==> config.mk <==
export PLATFORM = sky130hd
export DESIGN_NAME = slow_msg_gen
export DESIGN_NICKNAME = d
export VERILOG_FILES = /design/src/shared/slow_msg_pkg.sv /design/src/hdl/slow_msg_gen.sv /design/src/hdl/msg_fifo.sv
export SDC_FILE = /design/constraint.sdc
export NUM_CORES = 2
export LEC_CHECK = 0
export BUFFER_PORTS_ARGS = -buffer_cell sky130_fd_sc_hd__buf_2
export CORE_ASPECT_RATIO = 1.25
export CORE_MARGIN = 2
export CORE_UTILIZATION = 50
export CTS_BUF_LIST = sky130_fd_sc_hd__clkbuf_8
export CTS_CLUSTER_SIZE = 28
export DETAILED_ROUTE_END_ITERATION = 10
export GPL_TIMING_DRIVEN = 0
export PLACE_DENSITY_LB_ADDON = 0.08
export SLEW_MARGIN = 20
export SYNTH_ARGS = -nofsm -noshare
export SYNTH_HDL_FRONTEND = slang
export SYNTH_HIERARCHICAL = 1
export SYNTH_SLANG_ARGS = --single-unit
==> constraint.sdc <==
create_clock -name CLK_IN -period 23.8 [get_ports CLK_IN]
set_input_delay 4.76 -clock CLK_IN [delete_from_list [all_inputs] [get_ports CLK_IN]]
set_output_delay 4.76 -clock CLK_IN [all_outputs]
set_load 0.02 [all_outputs]
==> src/shared/slow_msg_pkg.sv <==
/*
 Shared types and constants for the slow-channel content generator:
 message IDs, the message schedule, fixed codes and diagnostic values.
 Assumes a single clock domain; no timing figures live here.
*/
package slow_msg_pkg;

   // Enhanced-format message word: 8-bit ID, 12-bit data
   typedef struct packed {
      logic [7:0] id;
      logic [11:0] data;
   } msg_t;

   // Fast-channel protocol formats
   typedef enum logic [2:0] {
      FMT_A1 = 3'b000,
      FMT_A3 = 3'b001,
      FMT_H1 = 3'b010,
      FMT_H3 = 3'b011,
      FMT_H4 = 3'b100
   } fmt_t;

   // Static configuration, from the shadow copy of the setup memory
   typedef struct packed {
      logic extended_serial_enable;    // First protocol config word
      logic mask_diag_bit;             // Second protocol config word
      logic mask_prewarn_bit;          // Second protocol config word
      fmt_t format;
      logic [1:0] protocol_revision_select;
      logic [3:0] sensor_category;
      logic channel_identity_bit;
   } cfg_t;

   // Pre-warning conditions from the threshold monitors
   typedef struct packed {
      logic above_range_limit;
      logic below_range_limit;
      logic under_volt;
      logic over_volt;
      logic over_temp;
      logic memory_error_detect;       // Corrected single-bit error
   } warn_t;

   // Message IDs
   localparam logic [7:0] ID_STATUS = 8'h01;
   localparam logic [7:0] ID_TYPE = 8'h03;
   localparam logic [7:0] ID_MAKER = 8'h05;
   localparam logic [7:0] ID_REV = 8'h06;
   localparam logic [7:0] ID_VOLT = 8'h1c;
   localparam logic [7:0] ID_TEMP = 8'h23;
   localparam logic [7:0] ID_IDENT = 8'h29;
   localparam logic [7:0] ID_CODE_BASE = 8'h90;
   localparam logic [7:0] ID_CODE_LAST = 8'h97;

   // Schedule of one cycle of the slow channel
   localparam int SCHED_LEN = 18;
   localparam logic [4:0] SLOT_LAST = 5'h11;
   localparam logic [4:0] SLOT_RESET = 5'h00;
   localparam logic [7:0] SCHED [SCHED_LEN] = '{
      8'h01, 8'h23, 8'h1c, 8'h03, 8'h29, 8'h05, 8'h06, 8'h01, 8'h23,
      8'h1c, 8'h90, 8'h91, 8'h92, 8'h93, 8'h94, 8'h95, 8'h96, 8'h97};

   // Maker code: value is arbitrary, not tied to any real part
   localparam logic [11:0] MAKER_CODE = 12'h5a5;

   // Diagnostic status code values
   localparam logic [11:0] CODE_OK = 12'h000;
   localparam logic [11:0] CODE_ABOVE_RANGE = 12'h001;
   localparam logic [11:0] CODE_BELOW_RANGE = 12'h002;
   localparam logic [11:0] CODE_UNDER = 12'h020;
   localparam logic [11:0] CODE_OVER = 12'h021;
   localparam logic [11:0] CODE_TEMP = 12'h022;
   localparam logic [11:0] CODE_MEM = 12'h023;

   // Fast-channel substitutes in diagnostic mode
   localparam logic [11:0] DIAG_VALUE_A = 12'hfff;
   localparam logic [11:0] DIAG_VALUE_H = 12'hffa;

   // Status nibble bit positions and reset values
   localparam int STAT_DIAG_POS = 0;
   localparam int STAT_WARN_POS = 1;
   localparam logic [1:0] STATUS_RESET = 2'h0;
   localparam logic [11:0] FAST_RESET = 12'h000;
   localparam logic [11:0] IDENT_ONE = 12'hfff;
   localparam logic [11:0] IDENT_ZERO = 12'h000;

endpackage : slow_msg_pkg

==> src/hdl/slow_msg_gen.sv <==
/*
 Slow-channel message content and status/fast-channel diagnostic
 signalling for one sensor channel.
 Assumes a downstream serializer pops message words and builds the
 frames; all inputs come from logic on CLK_IN, so none is synchronised.
*/
`timescale 1ns/1ps
////////////////////////////////////////////////////////////////////////
module slow_msg_gen #(
   parameter int FIFO_DEPTH = 32,
   parameter int CODE_COUNT = 8
) (
   input wire logic CLK_IN,
   input wire logic RESET_IN,
   input wire slow_msg_pkg::cfg_t CFG_IN,
   input wire logic DIAG_MODE_IN,
   input wire slow_msg_pkg::warn_t WARN_IN,
   input wire logic [10:0] SAFETY_FLAGS_IN,
   input wire logic [11:0] ANGLE_IN,
   input wire logic [8:0] VOLTAGE_IN,
   input wire logic [7:0] TEMP_IN,
   input wire logic [CODE_COUNT*12-1:0] CUSTOMER_CODES_IN,
   input wire logic MSG_READY_IN,
   output logic MSG_VALID_OUT,
   output slow_msg_pkg::msg_t MSG_OUT,
   output logic [1:0] STATUS_BITS_OUT,
   output logic [11:0] FAST_DATA_OUT
);
   import slow_msg_pkg::*;

   ////////////////////////////////////////////////////////////////////
   // Declarations
   logic [1:0] status_ff, nxt_status;
   logic [11:0] fast_ff, nxt_fast;
   logic [4:0] slot_ff, nxt_slot;
   logic out_valid_ff, nxt_out_valid;
   msg_t out_word_ff, nxt_out_word;
   msg_t cur_msg, fifo_rd_word;
   logic [11:0] status_code, type_code, rev_code;
   logic [11:0] codes [CODE_COUNT];
   logic prewarn, push, fifo_wr_ready, fifo_rd_valid, pop;

   // Unpack the customer code words, one per message slot
   for (genvar i = 0; i < CODE_COUNT; i++) begin : g_code
      assign codes[i] = CUSTOMER_CODES_IN[i*12 +: 12];
   end

   ////////////////////////////////////////////////////////////////////
   // Status nibble bits and fast-channel value

   // Pre-warning only counts while still in normal mode
   assign prewarn = !DIAG_MODE_IN && (|WARN_IN);

   // Status bits are kept apart from the data; checksum never sees them
   always_comb begin
      nxt_status = STATUS_RESET;
      nxt_status[STAT_DIAG_POS] = DIAG_MODE_IN && !CFG_IN.mask_diag_bit;
      nxt_status[STAT_WARN_POS] = prewarn && !CFG_IN.mask_prewarn_bit;
      nxt_fast = ANGLE_IN;
      if (DIAG_MODE_IN) begin
         unique case (CFG_IN.format)
            FMT_A1: nxt_fast = DIAG_VALUE_A;
            FMT_A3: nxt_fast = ANGLE_IN;
            FMT_H1, FMT_H3, FMT_H4: nxt_fast = DIAG_VALUE_H;
            default: nxt_fast = ANGLE_IN;      // Unused format codes
         endcase
      end
   end

   always_ff @(posedge CLK_IN or posedge RESET_IN) begin
      if (RESET_IN) begin
         status_ff <= STATUS_RESET;
         fast_ff <= FAST_RESET;
      end else begin
         status_ff <= nxt_status;
         fast_ff <= nxt_fast;
      end
   end

   assign STATUS_BITS_OUT = status_ff;
   assign FAST_DATA_OUT = fast_ff;

   ////////////////////////////////////////////////////////////////////
   // Message content

   // Detailed status code; first listed condition wins
   always_comb begin
      if (DIAG_MODE_IN) begin
         status_code = {1'b1, SAFETY_FLAGS_IN[10:2],
                        SAFETY_FLAGS_IN[1], SAFETY_FLAGS_IN[0]};
      end else if (WARN_IN.above_range_limit) begin
         status_code = CODE_ABOVE_RANGE;
      end else if (WARN_IN.below_range_limit) begin
         status_code = CODE_BELOW_RANGE;
      end else if (WARN_IN.under_volt) begin
         status_code = CODE_UNDER;
      end else if (WARN_IN.over_volt) begin
         status_code = CODE_OVER;
      end else if (WARN_IN.over_temp) begin
         status_code = CODE_TEMP;
      end else if (WARN_IN.memory_error_detect) begin
         status_code = CODE_MEM;
      end else begin
         status_code = CODE_OK;
      end
   end

   // Category 1100b is unassigned and sends zero, as 1101b to 1111b do
   always_comb begin
      unique case (CFG_IN.sensor_category)
         4'h0: type_code = 12'h051;
         4'h1: type_code = 12'h052;
         4'h2: type_code = 12'h053;
         4'h3: type_code = 12'h054;
         4'h4: type_code = 12'h055;
         4'h5: type_code = 12'h056;
         4'h6: type_code = 12'h059;
         4'h7: type_code = 12'h05a;
         4'h8: type_code = 12'h062;
         4'h9: type_code = 12'h063;
         4'ha: type_code = 12'h064;
         4'hb: type_code = 12'h066;
         default: type_code = 12'h000;
      endcase
      unique case (CFG_IN.protocol_revision_select)
         2'h0: rev_code = 12'h000;
         2'h1: rev_code = 12'h002;
         2'h2: rev_code = 12'h003;
         2'h3: rev_code = 12'h004;
      endcase
   end

   // Word for the current schedule slot
   always_comb begin
      cur_msg.id = SCHED[slot_ff];
      cur_msg.data = CODE_OK;
      unique case (SCHED[slot_ff])
         ID_STATUS: cur_msg.data = status_code;
         ID_TYPE: cur_msg.data = type_code;
         ID_MAKER: cur_msg.data = MAKER_CODE;
         ID_REV: cur_msg.data = rev_code;
         ID_VOLT: cur_msg.data = {3'h0, VOLTAGE_IN};
         ID_TEMP: cur_msg.data = {4'h0, TEMP_IN};
         ID_IDENT: cur_msg.data = CFG_IN.channel_identity_bit ? IDENT_ONE : IDENT_ZERO;
         default: cur_msg.data = codes[3'(SCHED[slot_ff] - ID_CODE_BASE)];
      endcase
   end

   ////////////////////////////////////////////////////////////////////
   // Schedule walker: stalls while the queue is full

   assign push = CFG_IN.extended_serial_enable && fifo_wr_ready;

   always_comb begin
      nxt_slot = slot_ff;
      if (!CFG_IN.extended_serial_enable) begin
         nxt_slot = SLOT_RESET;   // Restart cleanly when re-enabled
      end else if (push) begin
         nxt_slot = (slot_ff == SLOT_LAST) ? SLOT_RESET : slot_ff + 1'b1;
      end
   end

   always_ff @(posedge CLK_IN or posedge RESET_IN) begin
      if (RESET_IN) begin
         slot_ff <= SLOT_RESET;
      end else begin
         slot_ff <= nxt_slot;
      end
   end

   // Payload is latched into the queue at push; later input changes are harmless
   msg_fifo #(
      .WIDTH($bits(msg_t)),
      .DEPTH(FIFO_DEPTH)
   ) u_fifo (
      .clk_in(CLK_IN),
      .reset_in(RESET_IN),
      .wr_data_in(cur_msg),
      .wr_valid_in(push),
      .wr_ready_out(fifo_wr_ready),
      .rd_data_out(fifo_rd_word),
      .rd_valid_out(fifo_rd_valid),
      .rd_ready_in(pop)
   );

   ////////////////////////////////////////////////////////////////////
   // Output stage, so the serializer sees flip-flops only

   assign pop = fifo_rd_valid && (!out_valid_ff || MSG_READY_IN);

   always_comb begin
      nxt_out_valid = out_valid_ff;
      nxt_out_word = out_word_ff;
      if (pop) begin
         nxt_out_valid = 1'b1;
         nxt_out_word = fifo_rd_word;
      end else if (MSG_READY_IN) begin
         nxt_out_valid = 1'b0;
      end
   end

   always_ff @(posedge CLK_IN or posedge RESET_IN) begin
      if (RESET_IN) begin
         out_valid_ff <= 1'b0;
         out_word_ff <= '0;
      end else begin
         out_valid_ff <= nxt_out_valid;
         out_word_ff <= nxt_out_word;
      end
   end

   assign MSG_VALID_OUT = out_valid_ff;
   assign MSG_OUT = out_word_ff;

   ////////////////////////////////////////////////////////////////////
   // Assertions

   a_diag_bit_set: assert property (@(posedge CLK_IN) disable iff (RESET_IN)
      DIAG_MODE_IN && !CFG_IN.mask_diag_bit |=> STATUS_BITS_OUT[0])
      else $error("diag bit not set in diagnostic mode");

   a_diag_mask_zero: assert property (@(posedge CLK_IN) disable iff (RESET_IN)
      CFG_IN.mask_diag_bit |=> !STATUS_BITS_OUT[0])
      else $error("masked diag bit not zero");

   a_warn_normal_only: assert property (@(posedge CLK_IN) disable iff (RESET_IN)
      STATUS_BITS_OUT[1] |-> !$past(DIAG_MODE_IN) && ($past(WARN_IN) != '0))
      else $error("pre-warning without cause or in diagnostic mode");

   a_warn_mask_zero: assert property (@(posedge CLK_IN) disable iff (RESET_IN)
      CFG_IN.mask_prewarn_bit |=> !STATUS_BITS_OUT[1])
      else $error("masked pre-warning bit not zero");

   a_fast_subst: assert property (@(posedge CLK_IN) disable iff (RESET_IN)
      DIAG_MODE_IN && (CFG_IN.format inside {FMT_H1, FMT_H3, FMT_H4}) |=> FAST_DATA_OUT == 12'hffa)
      else $error("H format diagnostic value wrong");

   a_fast_a1: assert property (@(posedge CLK_IN) disable iff (RESET_IN)
      DIAG_MODE_IN && (CFG_IN.format == FMT_A1) |=> FAST_DATA_OUT == 12'hfff)
      else $error("A.1 diagnostic value wrong");

   a_push_needs_enable: assert property (@(posedge CLK_IN) disable iff (RESET_IN)
      !CFG_IN.extended_serial_enable |-> !push ##1 (slot_ff == 5'h00))
      else $error("message queued with serial protocol disabled");

   a_sched_wrap: assert property (@(posedge CLK_IN) disable iff (RESET_IN)
      push && (slot_ff == 5'h11) |=> (slot_ff == 5'h00) && (cur_msg.id == 8'h01))
      else $error("schedule did not wrap after 18 messages");

   a_volt_range: assert property (@(posedge CLK_IN) disable iff (RESET_IN)
      push && (cur_msg.id == 8'h1c) |-> cur_msg.data < 12'h200)
      else $error("voltage code out of range");

   a_temp_range: assert property (@(posedge CLK_IN) disable iff (RESET_IN)
      push && (cur_msg.id == 8'h23) |-> cur_msg.data < 12'h100)
      else $error("temperature code out of range");

   a_ident_map: assert property (@(posedge CLK_IN) disable iff (RESET_IN)
      push && (cur_msg.id == 8'h29) |->
      cur_msg.data == (CFG_IN.channel_identity_bit ? 12'hfff : 12'h000))
      else $error("identity code wrong");

   a_out_hold: assert property (@(posedge CLK_IN) disable iff (RESET_IN)
      MSG_VALID_OUT && !MSG_READY_IN |=> MSG_VALID_OUT && $stable(MSG_OUT))
      else $error("message word changed before it was taken");

   a_fast_normal: assert property (@(posedge CLK_IN) disable iff (RESET_IN)
      !DIAG_MODE_IN |=> FAST_DATA_OUT == $past(ANGLE_IN))
      else $error("normal mode fast value is not the angle");

   a_fast_a3: assert property (@(posedge CLK_IN) disable iff (RESET_IN)
      DIAG_MODE_IN && (CFG_IN.format == FMT_A3) |=> FAST_DATA_OUT == $past(ANGLE_IN))
      else $error("A.3 diagnostic value is not the angle");

   // Content checks on words as they enter the queue
   a_status_safety: assert property (@(posedge CLK_IN) disable iff (RESET_IN)
      push && (cur_msg.id == ID_STATUS) && DIAG_MODE_IN |->
      cur_msg.data == {1'b1, SAFETY_FLAGS_IN})
      else $error("safety error code wrong");

   a_maker_fixed: assert property (@(posedge CLK_IN) disable iff (RESET_IN)
      push && (cur_msg.id == ID_MAKER) |-> cur_msg.data == MAKER_CODE)
      else $error("manufacturer code not fixed");

   a_code_first: assert property (@(posedge CLK_IN) disable iff (RESET_IN)
      push && (cur_msg.id == ID_CODE_BASE) |-> cur_msg.data == CUSTOMER_CODES_IN[11:0])
      else $error("first customer code wrong");

   a_rev_map: assert property (@(posedge CLK_IN) disable iff (RESET_IN)
      push && (cur_msg.id == ID_REV) && (CFG_IN.protocol_revision_select == 2'h3) |->
      cur_msg.data == 12'h004)
      else $error("revision code wrong");

endmodule : slow_msg_gen

==> src/hdl/msg_fifo.sv <==
/*
 Word FIFO with flip-flop storage, valid/ready on both sides.
 Assumes both sides run on the same clock; read data is combinational
 from the entry at the read index.
*/
`timescale 1ns/1ps
module msg_fifo #(
   parameter int WIDTH = 20,
   parameter int DEPTH = 32
) (
   input wire logic clk_in,
   input wire logic reset_in,
   input wire logic [WIDTH-1:0] wr_data_in,
   input wire logic wr_valid_in,
   output logic wr_ready_out,
   output logic [WIDTH-1:0] rd_data_out,
   output logic rd_valid_out,
   input wire logic rd_ready_in
);
   localparam int AW = $clog2(DEPTH);
   localparam int CW = $clog2(DEPTH + 1);

   logic [WIDTH-1:0] mem_ff [DEPTH];
   logic [WIDTH-1:0] nxt_mem [DEPTH];
   logic [AW-1:0] wr_idx_ff, nxt_wr_idx, rd_idx_ff, nxt_rd_idx;
   logic [CW-1:0] count_ff, nxt_count;
   logic do_wr, do_rd;

   // Honest flags straight from the occupancy count
   assign wr_ready_out = (count_ff != CW'(DEPTH));
   assign rd_valid_out = (count_ff != '0);
   assign rd_data_out = mem_ff[rd_idx_ff];
   assign do_wr = wr_valid_in && wr_ready_out;
   assign do_rd = rd_ready_in && rd_valid_out;

   // Pointer and count next values
   always_comb begin
      nxt_wr_idx = wr_idx_ff;
      nxt_rd_idx = rd_idx_ff;
      nxt_count = count_ff;
      if (do_wr) begin
         nxt_wr_idx = (wr_idx_ff == AW'(DEPTH - 1)) ? '0 : wr_idx_ff + 1'b1;
      end
      if (do_rd) begin
         nxt_rd_idx = (rd_idx_ff == AW'(DEPTH - 1)) ? '0 : rd_idx_ff + 1'b1;
      end
      if (do_wr && !do_rd) begin
         nxt_count = count_ff + 1'b1;
      end else if (do_rd && !do_wr) begin
         nxt_count = count_ff - 1'b1;
      end
   end

   always_ff @(posedge clk_in or posedge reset_in) begin
      if (reset_in) begin
         wr_idx_ff <= '0;
         rd_idx_ff <= '0;
         count_ff <= '0;
      end else begin
         wr_idx_ff <= nxt_wr_idx;
         rd_idx_ff <= nxt_rd_idx;
         count_ff <= nxt_count;
      end
   end

   // One storage entry per index
   for (genvar i = 0; i < DEPTH; i++) begin : g_entry
      always_comb begin
         nxt_mem[i] = mem_ff[i];
         if (do_wr && (wr_idx_ff == AW'(i))) begin
            nxt_mem[i] = wr_data_in;
         end
      end

      always_ff @(posedge clk_in or posedge reset_in) begin
         if (reset_in) begin
            mem_ff[i] <= '0;
         end else begin
            mem_ff[i] <= nxt_mem[i];
         end
      end
   end

endmodule : msg_fifo

# Word-level counts from Yosys, hierarchy flattened
# Memory sizes are Yosys's and may differ from the RTL's.
# Index checks and enable logic that the tools add are counted.
[word_totals]
mem_count = 2
inputBits = 159
rom_bits = 368
elab_cells = 188
out_inout_bits = 35
register_bits = 696
[mem_list]
columns = ["memory", "depth", "width", "read_ports", "rd_clocked_by_memory_dff", "write_ports", "line", "source"]
rows = [
  ["(no name shown)", 32, 8, 1, 0, 0, "slow_msg_gen.sv:145", "default: cur_msg.data = codes[3'(SCHED[slot_ff] - ID_CODE_BASE)];"],
  ["(no name shown)", 16, 7, 1, 0, 0, "slow_msg_gen.sv:110", "unique case (CFG_IN.sensor_category)"],
]
[op_classes]
magnitude_cmp = 3
reduce_logical = 56
n_addsub = 6
n_bitwise = 3
n_mux = 29
eq_ne = 48
[ops]
columns = ["cell", "n"]
rows = [
  ["binary-select mux 20 bit (select 5 bit)", 1],
  ["equality test 5 bit, second input constant", 18],
  ["case mux 12 bit (7 select lines)", 1],
  ["two-way mux 12 bit", 5],
  ["two-way mux 6 bit", 8],
  ["case mux 12 bit (4 select lines)", 1],
  ["logical AND 1 bit", 41],
  ["equality test 5 x 4 -> 1 bit, second input constant", 8],
  ["two-way mux 20 bit", 2],
  ["binary-select mux 12 bit (select 3 bit)", 1],
  ["two-way mux 5 bit", 5],
  ["case mux 12 bit (2 select lines)", 1],
  ["equality test 5 x 3 -> 1 bit, second input constant", 4],
  ["equality test 8 x 3 -> 1 bit, second input constant", 2],
  ["equality test 8 x 6 -> 1 bit, second input constant", 2],
  ["two-way mux 8 bit", 2],
  ["adder 5 x 1 -> 5 bit, second input constant", 3],
  [">= comparator 6 bit, second input constant", 2],
  ["NOT 5 -> 6 bit", 2],
  ["equality test 5 x 2 -> 1 bit, second input constant", 2],
  ["equality test 8 x 1 -> 1 bit, second input constant", 1],
  ["equality test 8 x 2 -> 1 bit, second input constant", 1],
  ["equality test 8 x 5 -> 1 bit, second input constant", 1],
  ["adder 6 x 1 -> 6 bit, second input constant", 1],
  ["21 further kinds", 30],
]

# Depth between registers and ports, before layout
[depth]
depth_word = 10
ltp_mapped = 15
mapped_depth_nobuf = 13

# Modules after synthesis
# Netlist, hierarchy kept.
[modules_own_cells]
columns = ["mod", "seq_area_each_um2", "n_inst", "area_each_um2", "cells_per_inst"]
rows = [
  ["msg_fifo", 16415.7, 1, 30297.8, 2060],
  ["slow_msg_gen", 1001.0, 1, 3768.6, 396],
]

# Worst setup path after synthesis
# No wires, ideal clock.
[synth_timing]
path_kind = "input-to-reg"
startpoint = "input MSG_READY_IN"
endpoint = "register u_fifo.count_ff[5]"
n_path_buf = 1
cell_stages = 11
arrival_ps = 6811
slack_ps = 16867
setup_ps = 122
t_required_ps = 23678
path_cell_list = "nand2b_1 -> nand2_1 -> clkbuf_1 -> inv_1 -> o31ai_2 -> ha_1 -> inv_1 -> ha_1 -> or4_1 -> a21oi_1 -> nor3_1"
[synth_via]
elab_chain_len = 6
word_cells_on_any_way = 8
cone_classes = "mux (1); reduce/logical (7)"
[synth_rtl]
columns = ["item", "line", "source"]
rows = [
  ["start: declaration", "slow_msg_gen.sv:23", "input wire logic MSG_READY_IN,"],
  ["logical OR 1 bit *", "slow_msg_gen.sv:189", "assign pop = fifo_rd_valid && (!out_valid_ff || MSG_READY_IN);"],
  ["logical AND 1 bit *", "slow_msg_gen.sv:189", ""],
  ["logical AND 1 bit *", "msg_fifo.sv:34", "assign do_rd = rd_ready_in && rd_valid_out;"],
  ["logical NOT 1 bit", "msg_fifo.sv:47", "if (do_wr && !do_rd) begin"],
  ["logical AND 1 bit", "msg_fifo.sv:47", ""],
  ["two-way mux 6 bit / nonzero test 2 bit (equally long branches)", "--", ""],
  ["end signal: assignment", "msg_fifo.sv:62", "count_ff <= nxt_count;"],
  ["end: declaration", "msg_fifo.sv:26", "logic [CW-1:0] count_ff, nxt_count;"],
]
# Mark *: on every way between the ends. The rest lies on a longest branch, timed or not.
# A chain may end at the register's enable or synchronous reset.

# Final worst setup path
# Same ends and word-level chain as after synthesis.

==> summary.txt <==
Status
  • Status: finished clean

Worst setup path
  • Crit-path cells: buf_2 > nand2b_1 > nand2_1 > clkbuf_1 > inv_1 > o31ai_2 > ha_1 > inv_1 > ha_1 > a211oi_1 > a21oi_1 > o21a_1 > nor3_1
  • CP Data Required Time: 24.43 ns
  • Worst R2R Path Depth: 12
  • Worst path depth: 13
  • Crit path arrival time: 8.11 ns
  • Delay-heaviest family, CP: buffers and inverters
  • Critical Path Max Stage Delay: 0.77 ns
  • Crit Path Max Fanout: 10
  • Crit path buffers/inverters: 4
  • Setup CP Type: in -> reg
  • Slowest cell on crit path: clkbuf_1
  • Crit. End Element: flop
  • Worst setup SP type: input port

Power and ir drop
  • Comb pwr share: 41.2%
  • Sw frac: 37.3%
  • Worst IR drop on VDD: 0.0510 mV
  • Int Power: 3.05 mW
  • Overall Power: 4.86 mW
  • Register share of total power: 36.5%
  • Static Leak: 18.4 nW
  • Pwr Density: 125 nW/um2
  • Switch Pwr: 1.81 mW
  • Clk pwr share: 22.3%

Final layout
  • Area Growth Syn to Fin: 13.8%
  • Share of cells above drive strength 1: 42.6%
  • Design Area, Final: 38800 um2
  • Nets: 2958

STA
  • Worst slew margin: 19.2%
  • Setup Viol. Count Final: 0
  • Fmax: 134 MHz
  • Clk_skew: 0.0218 ns
  • Final WS setup: 16.32 ns
  • Crit path time final: 7.48 ns
  • RSZ-0062 raised after global routing: no
  • Count of final hold-check violations: 0
  • Worst Tran Pin Value: 1.18 ns
  • Max-slew violation count: 0
  • Period utilization: 31.4%

Routing
  • 1st-iter DRT viols: 1335
  • Via/cell ratio: 5.77
  • Drt first pass iters: 5
  • Total number of vias: 21572
  • Post-route DRC: 0
  • Post-Route WL: 89900 um
  • Avg WL per Cell: 24.1 um
  • DRT antenna net count: 0

Logic synthesis
  • FFs w/ async S/R, synth: 100%
  • Synthesized cell area: 34100 um2
  • Mapped Cells: 2456
  • Yosys warnings: 6
  • Count leader, synth: dfrtp_1
  • Sequential share of the synthesized area: 51.1%
  • Top cell type's share of synthesized area: 51.1%
  • Synth Flop Type: dfrtp_1
  • Main area contributors after synthesis: dfrtp_1 51%, mux2_2 22%, mux2i_1 7.7%
  • EDFF count, synth: 0
  • #FFs+latches synth: 696
  • Area leader, netlist: dfrtp_1
  • Synth cell count leaders: 696 x dfrtp_1, 662 x mux2_2, 261 x mux2i_1
  • Syn_area_per_cell: 13.9 um2
  • Yosys cell types: 71

CTS
  • CTS root buffer: clkbuf_8
  • # hold bufs at CTS: 0
  • CTS tree: yes
  • TritonCTS buffer count: 111
  • Clock Latency Late Sink: 0.72 ns
  • CTS resizes: 0
  • Clock buffer depth: 3
  • CTS H-tree lvls: 3
  • Clk slew on worst S/H paths: 0.06 ns
  • Post CTS Setup Buffer Count: 0
  • Clock sink count: 696

Floorplanning
  • Top Ports: 194
  • Placeable Area: 67700 um2
  • Die ar.: 70200 um2
  • Core Rows: 107
  • Die height: 296 um
  • Initial Utilization: 50.3%
  • Die X: 237 um

Place
  • Placed cell area: 36300 um2
  • DP Wirelength: 69600 um
  • Post-Place Setup Slack: 15.53 ns
  • GPL Wtd Cong: 0.908
  • IO Port Bufs: 192

Global routing
  • GRT Total Usage: 26.1%
  • Antenna violations before repair: 2
  • Grt total ovfl: 0
  • First-pass GRT wire length: 139000 um
  • Vias in the first global route: 23251
  • Largest net degree at the start of global routing: 115

Worst hold path
  • Hold Path Class: reg -> reg
  • Hold path cells: 1

Flow run
  • Number of max-cap violations: 0
cells by family (layout without fill, tap and decap cells):
| family | after synthesis | after routing | share of synthesized area, % |
|---|---|---|---|
| AND/OR/NAND/NOR | 252 | 252 | 3.92 |
| other | 1 | 7 | 0.0110 |
| XOR/XNOR | 4 | 4 | 0.103 |
| adder cells (fa/ha/maj) | 27 | 27 | 1.01 |
| flip-flops | 696 | 696 | 51.1 |
| multiplexers | 1008 | 1008 | 35.1 |
| buffers and inverters | 261 | 663 | 4.06 |
| AO/OA/AOI/OAI | 207 | 207 | 4.69 |
registers in the layout, indices dropped and copies added, names as in the netlist:
signal / cells
u_fifo/wr_idx_ff: 5
u_fifo/rd_idx_ff: 5
MSG_OUT: 20
slot_ff: 5
FAST_DATA_OUT: 12
MSG_VALID_OUT: 1
u_fifo/mem_ff: 640
STATUS_BITS_OUT: 2
u_fifo/count_ff: 6
per-stage QoR:
step           hold slack [ns]  setup TNS, ns  utilization, %  std cells
5_1_grt                  0.510              0            57.2       3736
3_3_place_gp             0.474       -3424.90            53.3       3524
2_1_floorplan            0.459              0               -       2460
4_1_cts                  0.497              0            57.2       3734
6_report                 0.497              0            57.2       3736
3_5_place_dp             0.480              0            53.6       3531
final timing paths:
| path | startpoint | end | slack [ns] |
|---|---|---|---|
| worst max-delay path | MSG_READY_IN | u_fifo/count_ff[5] | 16.32 |
| worst min-delay path | u_fifo/mem_ff[320] | u_fifo/mem_ff[320] | 0.50 |
| worst max register to register | slot_ff[0] | u_fifo/mem_ff[3] | 18.83 |
| worst min register to register | u_fifo/mem_ff[320] | u_fifo/mem_ff[320] | 0.50 |
| max in group asynchronous | RESET_IN | u_fifo/mem_ff[145] | 17.84 |
| min in group asynchronous | RESET_IN | u_fifo/count_ff[3] | 4.10 |
cells in the final DEF, fill, tap and decap left out, types with 38 or more instances in the layout:
cell type / n
buf_6: 38
clkbuf_1: 123
nor2_1: 45
a22oi_1: 120
mux4_2: 82
nand3_1: 64
clkbuf_8: 147
buf_2: 220
mux2_2: 662
mux2i_1: 261
dfrtp_1: 696
inv_1: 69
power groups by stage:
stage          sequential (mW)  combinational [mW]  clock, mW
2_1_floorplan             1.75                1.39          0
3_3_place_gp              1.77                1.94          0
3_5_place_dp              1.79                2.00          0
4_1_cts                   1.77                2.01       1.12
5_1_grt                   1.82                2.15       1.17
6_report                  1.77                2.00       1.08
layout make-up:
type,instances,area [um2]
Clock inverter,56,395
Clock buffer,147,2020
Sequential cell,696,17400
Inverter,39,154
Timing Repair Buffer,199,1150
Antenna cell,2,5.00
Multi-Input combinational cell,1503,15300
Buffer,222,1240
Tap cell,872,1090
Fill cell,5594,29000
worst reg2reg max path, cell delays in order, from the launching register on:
cell and delay (ns):
dfrtp_1 0.57, inv_1 0.22, ha_1 0.44, nand2b_1 0.08, a32oi_1 0.27, buf_4 0.27, or2b_1 0.25, clkbuf_1 0.42
nor4_1 0.10, nor4_1 0.95, mux2i_1 0.54, clkbuf_1 0.40, mux2_2 0.35
metal layers:
layer  GRT usage [%]  share of wire, %  vias to the layer above
li1                -                 -                     9702
met1            32.2                41                    11213
met2            47.0                52                      543
met3            3.89               4.5                      114
met4            8.54               2.3                        0
met5               0                 0                        -
Power figures use the tool's default switching activity.
